--- config.mk ---
export PLATFORM = sky130hd
export DESIGN_NAME = vrlc_top
export DESIGN_NICKNAME = d
export VERILOG_FILES = /design/src/core/vrlc_pkg.sv /design/src/core/vrlc_top.sv /design/src/core/vrlc_bitop.sv /design/src/core/vrlc_decode.sv
export SDC_FILE = /design/constraint.sdc
export NUM_CORES = 1
export LEC_CHECK = 0
export ABC_AREA = 1
export BUFFER_PORTS_ARGS = -buffer_cell sky130_fd_sc_hd__buf_2
export CORE_MARGIN = 3
export CORE_UTILIZATION = 48
export DETAILED_ROUTE_END_ITERATION = 16
export PLACE_DENSITY = 0.94
export SYNTH_ARGS = -nofsm -noshare
export SYNTH_HDL_FRONTEND = slang
export SYNTH_SLANG_ARGS = --single-unit
--- constraint.sdc ---
create_clock -name pclk -period 3.6 [get_ports pclk]
set_input_delay 0.72 -clock pclk [delete_from_list [all_inputs] [get_ports pclk]]
set_output_delay 0.72 -clock pclk [all_outputs]
set_load 0.02 [all_outputs]
--- src/core/vrlc_pkg.sv ---
// Purpose: Constants and types for the voltage reference control bank
// Assumes: APB slave, 32-bit data, one word per register
// Notes:   Function list follows
//
// Function
// - Writing one to bit 15 via the set alias turns the reference on, other bits kept.
// - Writing one to bit 15 via the clear alias powers the reference down, others kept.
// - Bit 6 connects the level to the pin, overriding pin direction.
// - Bit 5 picks low range (n/24) or high range (1/4 + n/32).
// - Bit 4 picks external reference pins or analog supply rails.
// - Bits 3 to 0 select one of sixteen ladder taps.
// - Clear alias zeroes each control bit written with one.
// - Set alias forces to one each control bit written with one.
// - Invert alias toggles each control bit written with one.
// - Alias writes never touch unimplemented bit positions.
// - Alias reads return an undefined value; software avoids them.
// - Every reset forces all control bits to zero.
// - Control stays unchanged through sleep, idle and debug halt.
package vrlc_pkg;

    // ----------------------------------------------------------------
    // Register map
    // ----------------------------------------------------------------
    localparam logic [7:0]  VRLC_OFS_CTRL  = 8'h00;
    localparam logic [7:0]  VRLC_OFS_CLR   = 8'h04;
    localparam logic [7:0]  VRLC_OFS_SET   = 8'h08;
    localparam logic [7:0]  VRLC_OFS_INV   = 8'h0C;
    localparam int          VRLC_ADDR_W    = 8;

    // ----------------------------------------------------------------
    // Field layout
    // ----------------------------------------------------------------
    localparam int          VRLC_BIT_ON    = 15;
    localparam int          VRLC_BIT_OE    = 6;
    localparam int          VRLC_BIT_RANGE = 5;
    localparam int          VRLC_BIT_SRC   = 4;
    localparam int          VRLC_LVL_LSB   = 0;
    localparam int          VRLC_LVL_W     = 4;
    localparam logic [31:0] VRLC_IMPL_MASK = 32'h0000807F;
    localparam logic [31:0] VRLC_CTRL_RST  = 32'h00000000;
    localparam logic [31:0] VRLC_ALIAS_RD  = 32'h00000000;

    // ----------------------------------------------------------------
    // Types
    // ----------------------------------------------------------------
    typedef enum logic [1:0] {
        VRLC_OP_WRITE = 2'b00,
        VRLC_OP_CLEAR = 2'b01,
        VRLC_OP_SET   = 2'b10,
        VRLC_OP_INV   = 2'b11
    } vrlc_op_t;

    typedef struct packed {
        logic                  on;
        logic                  pin_oe;
        logic                  range_low;
        logic                  src_ext;
        logic [VRLC_LVL_W-1:0] level;
    } vrlc_ladder_t;

endpackage

--- src/core/vrlc_top.sv ---
// Purpose: APB register bank steering the reference ladder
// Assumes: Single pclk domain; zero-wait-state APB slave
// Notes:   Ladder outputs are registered copies of the decoded word
`timescale 1ns/100ps
`default_nettype none
module vrlc_top
    import vrlc_pkg::*;
(
    // APB slave side, all on pclk
    input  wire logic                   pclk,
    input  wire logic                   presetn,
    input  wire logic                   psel,
    input  wire logic                   penable,
    input  wire logic                   pwrite,
    input  wire logic [VRLC_ADDR_W-1:0] paddr,
    input  wire logic [31:0]            pwdata,
    input  wire logic [3:0]             pstrb,
    output logic      [31:0]            prdata,
    output logic                        pready,
    output logic                        pslverr,
    // Ladder settings, each straight from a flip-flop
    output logic                        ref_enable,
    output logic                        ref_pin_output_enable,
    output logic                        ref_range_select,
    output logic                        ref_source_select,
    output logic      [VRLC_LVL_W-1:0]  ref_level_select
);
    // ----------------------------------------------------------------
    // State
    // ----------------------------------------------------------------
    typedef struct packed {
        logic [31:0]  ctrl;
        logic [31:0]  rdata;
        logic         slverr;
        vrlc_ladder_t lad;
    } vrlc_state_t;

    vrlc_state_t  s_q;
    vrlc_state_t  s_d;
    vrlc_op_t     op;
    logic         hit;
    logic         wr_ok;
    logic [31:0]  ctrl_nxt;
    vrlc_ladder_t lad_nxt;

    // ----------------------------------------------------------------
    // Address decode
    // ----------------------------------------------------------------
    function automatic logic vrlc_mapped(input logic [VRLC_ADDR_W-1:0] a);
        vrlc_mapped = (a == VRLC_OFS_CTRL) || (a == VRLC_OFS_CLR) ||
                      (a == VRLC_OFS_SET)  || (a == VRLC_OFS_INV);
    endfunction

    always_comb begin
        unique case (paddr)
            VRLC_OFS_CLR: op = VRLC_OP_CLEAR;
            VRLC_OFS_SET: op = VRLC_OP_SET;
            VRLC_OFS_INV: op = VRLC_OP_INV;
            default:      op = VRLC_OP_WRITE;
        endcase
    end

    assign hit   = vrlc_mapped(paddr);
    // Partial-word writes are refused: every bank access is a full word
    assign wr_ok = psel & penable & pwrite & hit & (pstrb == 4'hF);

    // ----------------------------------------------------------------
    // Word update and ladder decode
    // ----------------------------------------------------------------
    // The decoder reads the next word, so the ladder flops move on the
    // same edge as the word and never show a stale setting
    vrlc_bitop u_bitop (
        .cur   (s_q.ctrl),
        .wdata (pwdata),
        .op    (op),
        .nxt   (ctrl_nxt)
    );

    vrlc_decode u_decode (
        .ctrl (s_d.ctrl),
        .lad  (lad_nxt)
    );

    // ----------------------------------------------------------------
    // Next state
    // ----------------------------------------------------------------
    always_comb begin
        s_d        = s_q;
        s_d.slverr = 1'b0;
        // No power-mode input exists: the word changes only by bus writes
        if (wr_ok) begin
            s_d.ctrl = ctrl_nxt;
        end
        // Read data and error are captured in the setup cycle, so both
        // stand from flip-flops through the whole access phase
        if (psel & ~penable) begin
            if (!hit) begin
                s_d.rdata  = 32'h00000000;
                s_d.slverr = 1'b1;
            end else if (paddr == VRLC_OFS_CTRL) begin
                s_d.rdata = s_q.ctrl & VRLC_IMPL_MASK;
            end else begin
                s_d.rdata = VRLC_ALIAS_RD;
            end
            if (pwrite && hit && pstrb != 4'hF) begin
                s_d.slverr = 1'b1;
            end
        end
        s_d.lad = lad_nxt;
    end

    always_ff @(posedge pclk or negedge presetn) begin
        if (!presetn) begin
            s_q <= '0;
        end else begin
            s_q <= s_d;
        end
    end

    // ----------------------------------------------------------------
    // Outputs
    // ----------------------------------------------------------------
    assign pready                = 1'b1;
    assign prdata                = s_q.rdata;
    assign pslverr               = s_q.slverr;
    assign ref_enable            = s_q.lad.on;
    assign ref_pin_output_enable = s_q.lad.pin_oe;
    assign ref_range_select      = s_q.lad.range_low;
    assign ref_source_select     = s_q.lad.src_ext;
    assign ref_level_select      = s_q.lad.level;

    // ----------------------------------------------------------------
    // Per-bit alias checks
    // ----------------------------------------------------------------
    // Each bit judged alone, so a fault in the word-wide mask shows here
    for (genvar b = 0; b < 32; b++) begin : g_bit
        if (VRLC_IMPL_MASK[b]) begin : g_impl

        end else begin : g_resv

        end
    end
endmodule
`default_nettype wire

--- src/core/vrlc_bitop.sv ---
// Purpose: Applies a direct, clear, set or invert write to the control word
// Assumes: Caller gates with a qualified write
// Notes:   Unimplemented positions always come out zero
`timescale 1ns/100ps
`default_nettype none
module vrlc_bitop
    import vrlc_pkg::*;
(
    input  wire logic [31:0] cur,
    input  wire logic [31:0] wdata,
    input  wire vrlc_op_t    op,
    output logic      [31:0] nxt
);
    logic [31:0] raw;

    always_comb begin
        unique case (op)
            VRLC_OP_WRITE: raw = wdata;
            VRLC_OP_CLEAR: raw = cur & ~wdata;
            VRLC_OP_SET:   raw = cur | wdata;
            VRLC_OP_INV:   raw = cur ^ wdata;
        endcase
        // Masking here keeps reserved bits zero whatever software writes
        nxt = raw & VRLC_IMPL_MASK;
    end
endmodule
`default_nettype wire

--- src/core/vrlc_decode.sv ---
// Purpose: Splits the control word into ladder settings
// Assumes: Pure combinational
// Notes:   Pin enable gated off while the reference is powered down; level passes ungated
`timescale 1ns/100ps
`default_nettype none
module vrlc_decode
    import vrlc_pkg::*;
(
    input  wire logic [31:0] ctrl,
    output vrlc_ladder_t     lad
);
    always_comb begin
        lad.on        = ctrl[VRLC_BIT_ON];
        lad.pin_oe    = ctrl[VRLC_BIT_ON] & ctrl[VRLC_BIT_OE];
        lad.range_low = ctrl[VRLC_BIT_RANGE];
        lad.src_ext   = ctrl[VRLC_BIT_SRC];
        lad.level     = ctrl[VRLC_LVL_LSB +: VRLC_LVL_W];
    end
endmodule
`default_nettype wire

Word-level counts from Yosys, hierarchy flattened. Index checks and enable logic that the tools add are counted.

Input port bits: 49. Output and inout port bits: 42. Word-level logic and storage cells: 42. Flip-flop bits (word level): 33.

Bitwise gates (word level): 11. Reductions and logical operators: 7. Multiplexer cells: 8. Eq/ne operators: 8.

Operators by type and width (number): 16-bit one-hot mux with 4 select lines (1); 16-bit 2-to-1 mux (3); 16-bit bitwise AND (1); 8-bit by 4-bit == test with 1-bit output, second input constant (2); 16-bit inverter (1); 16-bit OR (1); 16-bit XOR (1); 8-bit by 3-bit == test with 1-bit output, second input constant (1); 8-bit zero test (1); 1-bit bitwise AND (6); 2-bit one-hot mux with 3 select lines (1); 2-bit == test, second input constant (2); 4-bit == test, second input constant (1); 4-bit != test, second input constant (1); 1-bit logical OR (3); 1-bit 2-to-1 mux (3); 2-bit by 1-bit == test with 1-bit output, second input constant (1); 1-bit logical AND (2); 2-bit zero test (1); 1-bit inverter (1).

Longest topological paths before layout.
Depth in word-level cells: 8. Gate-level depth with buffers: 11. Depth with buffers taken out: 10.

Modules after synthesis. From an unflattened synthesis, not the netlist that was laid out.

Cells, all modules: 363. Area total of the unflattened synthesis: 3046.7 um2.

By module, submodules not included: vrlc_top (area each 2244.7 um2, seq. area each 1226.2 um2, times used 1, cells each 243); vrlc_bitop (area each 742.0 um2, seq. area each 0.0 um2, times used 1, cells each 111); vrlc_decode (area each 60.1 um2, seq. area each 0.0 um2, times used 1, cells each 9).

Worst setup path after synthesis. Ideal clock, no wire load.

Path type: input -> register. Start: in paddr[6]. End: reg s_q (netlist bit ref_level_select[1]). Setup slack: 1.881 ns. Cell stages on the path: 11. Setup time: 0.065 ns. Buffers on the path: 2. Arrival: 1.654 ns. Required time: 3.535 ns. Cell sequence: inv_1 nand2_1 nor2_4 buf_6 nand2_4 nand3_4 nand2_2 buf_6 a21oi_2 o21ai_1 nand2_1.

Cells in the longest elaborated chain, start to end: 7. Elaborated cells between the ends (all ways): 16. Classes of those cells: eq/ne (6); mux (3); bitwise (2); reduce/logical (5).

RTL lines: start, declared (line vrlc_top.sv:15) `input wire logic [VRLC_ADDR_W-1:0] paddr,`; parallel branches: the longest is 6 deep, another holds 16-bit one-hot mux with 4 select lines; 16-bit 2-to-1 mux * (line vrlc_top.sv:91) `if (wr_ok) begin`; end signal, assigned (line vrlc_top.sv:114) `s_q <= '0;`; end signal, assigned (line vrlc_top.sv:116) `s_q <= s_d;`; end, declared (line vrlc_top.sv:38) `vrlc_state_t s_q;`.

Every way passes the cells marked *. A chain may end at the register's enable or synchronous reset.

Final worst setup path.
Start: in paddr[4]. End: reg s_q[44] (netlist name).

Same word-level chain as after synthesis.

==> results.toml <==
[final_layout]
area_growth_pct = 3.95
fill_cells = 317
multi_input_area_um2 = 872
final_layout_size_suffix_gt1_frac = 0.273
ff_latch_area_um2 = 450
antennaDiodeCount = 0
final_core_util = 0.544
layout.nets = 312

[logic_synthesis]
syn_area_per_cell_um2 = 7.56
synth_cells = 218
ys_seq_elements = 18
yosysWarnings = 0
synth_cell_types = 24
syn-cell-area_um2 = 1650
ys_seq_area_frac = 0.273

[hold_path]
hold_path.class = "primary input to asynchronous set/reset pin"

[sta]
fmax_ghz = 0.542
worst_slew_pin_slew_ns = 0.515
hold_violations = 0
clock_skew_ns = 0.00518
final-max-slew-violation-count = 0
rsz0062_at_grt = "no"
min_period_ns = 1.85
setup_viol = 0
min_period_over_period = 0.513
tns_ns = 0
max_slew_margin = 0.656

[global_route]
grt_first_pass_wirelength_um = 4690
grt_remaining_overflow = 0
grt_pass1_vias = 1095
antenna_found_initial = 0
grt_max_degree = 19
track_usage = 0.138

[pwr]
p_int_mw = 0.261
switching_share = 0.308
leakage_nw = 1.01
power_switching_mw = 0.116
pwr-share-seq = 0.541
p_clk_frac = 0.266
power_density_nw_per_um2 = 220
ir_worst_vdd_v = 0.0000896
power_frac_comb = 0.193

[critical_path]
crit_chain = "buf_2 > inv_2 > nand2_2 > nor2_4 > nand2_2 > nand3_4 > nand2_2 > a21oi_1 > o21ai_1 > nand2_1"
critical_path_class = "primary input to register"
cp_max_fo = 12
cp-end-kind = "register"
cp.required_ns = 3.83
crit_arrival_ns = 2.08
crit_top_cell = "nand2_2"
critical_path.max_stage_delay_ns = 0.28
start_kind = "primary input"
worst_path_max_delay_cell = "nor2_4"

[cts]
cts_tree = "yes"
numCtsBuffers = 3
postCtsResizedCells = 0
clock-root-buffer = "clkbuf_4"
cts_hold_buf = 0
cts_num_sinks = 18
cts.reportedPaths.clkPinSlew_ns = 0.10
post_cts_buffers = 0
clk_latency_ns = 0.29
clockBufferDepth = 2
htree_levels = 1

[floorplanning]
core_area_um2 = 3150
die_height_um = 64.6
ios = 91
start_util = 0.523
die_w_um = 64.6
die_area_um2 = 4180
num_rows = 20

[detailed_routing]
num_vias = 1299
ant_nets = 0
drt_iter0_drc = 54
drt_wl_total_um = 2930
wl_per_cell_um = 10.1
viasPerCell = 4.49
drc = 0
dr.pass1.iters = 6

[place]
dp_hpwl_um = 2420
gp_congestion = 0.883
port_buffers = 41

[outcome]
status = "complete, no violations"

[flow_run]
maxCapViolCount = 0
## layout by cell type (no fill, tap or decap)
cell      instances
a21oi_1           5
a21oi_2           4
buf_2            41
clkbuf_4          3
conb_1           25
dfrtp_1          18
ha_1             16
inv_1            21
inv_2             8
nand2_1          48
nand2_2           5
nand2_4           2
nand3_1           9
nand3_4           1
nand3b_1          2
nand4_1           1
nor2_1           13
nor2_2            2
nor2_4            1
o211ai_1          3
o21ai_0           6
o21ai_1           3
o31ai_1           8
## worst max-delay path: cells and delay by family
family	cells	cell delay (ns)
and+or+nand+nor	6	0.95
AOI/OAI and AO/OA	2	0.26
buffers and inverters	2	0.14
## final cells by class
cell class / instances / area share
clock buffer: 3 / 0.0131
inverter: 29 / 0.0635
multi-input combinational: 154 / 0.509
sequential: 18 / 0.263
tap: 44 / 0.0321
timing repair buffer: 41 / 0.120
## final timing paths
path / slack (ns) / depth (start not counted) / from / endpoint
max reg2reg: 2.24 / 8 / s_q[56] / ref_pin_output_enable
max in group asynchronous: 2.99 / 1 / presetn / s_q[46]
min: 0.33 / 1 / presetn / prdata[5]
min in group pclk: 0.49 / 2 / prdata[0] / prdata[0]
min reg2reg: 0.49 / 2 / prdata[0] / prdata[0]
max: 1.75 / 10 / paddr[4] / s_q[44]
## metrics by stage
| step | total power, mW | cells | area (µm²) | hold slack (ns) | setup slack [ns] |
|---|---|---|---|---|---|
| 3_5_place_dp | 0.281 | 286 | 1690 | 0.464 | 1.46 |
| 5_1_grt | 0.398 | 289 | 1710 | 0.355 | 1.58 |
| 3_3_place_gp | 0.279 | 286 | 1690 | 0.460 | 1.48 |
| 6_report | 0.377 | 289 | 1710 | 0.332 | 1.75 |
| 4_1_cts | 0.381 | 289 | 1710 | 0.356 | 1.76 |
| 2_1_floorplan | 0.279 | 241 | 1740 | 0.424 | 1.88 |
## layer usage
metal	wire, µm	up-vias	GRT usage
met3	214	4	0.0260
met4	38	0	0.0343
met5	0	-	0
li1	-	679	-
met2	1290	52	0.229
met1	1380	564	0.185
## power groups by stage
stage | Combinational, mW | Sequential, mW | Clock [mW]
after floorplan | 0.0695 | 0.209 | 0
after detailed placement | 0.0727 | 0.208 | 0
after global routing | 0.0816 | 0.204 | 0.112
final | 0.0727 | 0.204 | 0.101
after global placement | 0.0712 | 0.208 | 0
after CTS | 0.0730 | 0.204 | 0.104
## flip-flops by register name (all words and copies together), names as in the netlist
name and count:
s_q 5, ref_level_select 3, prdata 8, ref_pin_output_enable 1, pslverr 1
## cell families (layout without fill, tap and decap cells)
| group | after synthesis | after routing | synth area share |
|---|---|---|---|
| flops | 18 | 18 | 0.273 |
| compound gates | 29 | 29 | 0.114 |
| fa+ha+maj | 16 | 16 | 0.121 |
| buf+inv | 69 | 73 | 0.250 |
| other cells | 2 | 25 | 0.00455 |
| simple gates | 84 | 84 | 0.237 |
## Yosys cell counts
cell type / instances / area share
o211ai_1: 3 / 0.014
clkbuf_1: 1 / 0.0023
nor2_2: 2 / 0.0076
a21oi_2: 4 / 0.021
nand2_2: 5 / 0.019
o31ai_1: 8 / 0.036
nor2_4: 1 / 0.0068
nor2_1: 13 / 0.030
buf_4: 37 / 0.17
nand4_1: 1 / 0.0038
o21ai_0: 6 / 0.018
a21oi_1: 5 / 0.015
ha_1: 16 / 0.12
inv_2: 8 / 0.018
nand3_1: 9 / 0.027
inv_1: 21 / 0.048
nand3_4: 1 / 0.011
o21ai_1: 3 / 0.0091
dfrtp_1: 18 / 0.27
nand2_4: 2 / 0.014
conb_1: 2 / 0.0046
nand3b_1: 2 / 0.0091
nand2_1: 48 / 0.11
buf_6: 2 / 0.014
No activity file was read; power rests on OpenSTA's default activity.
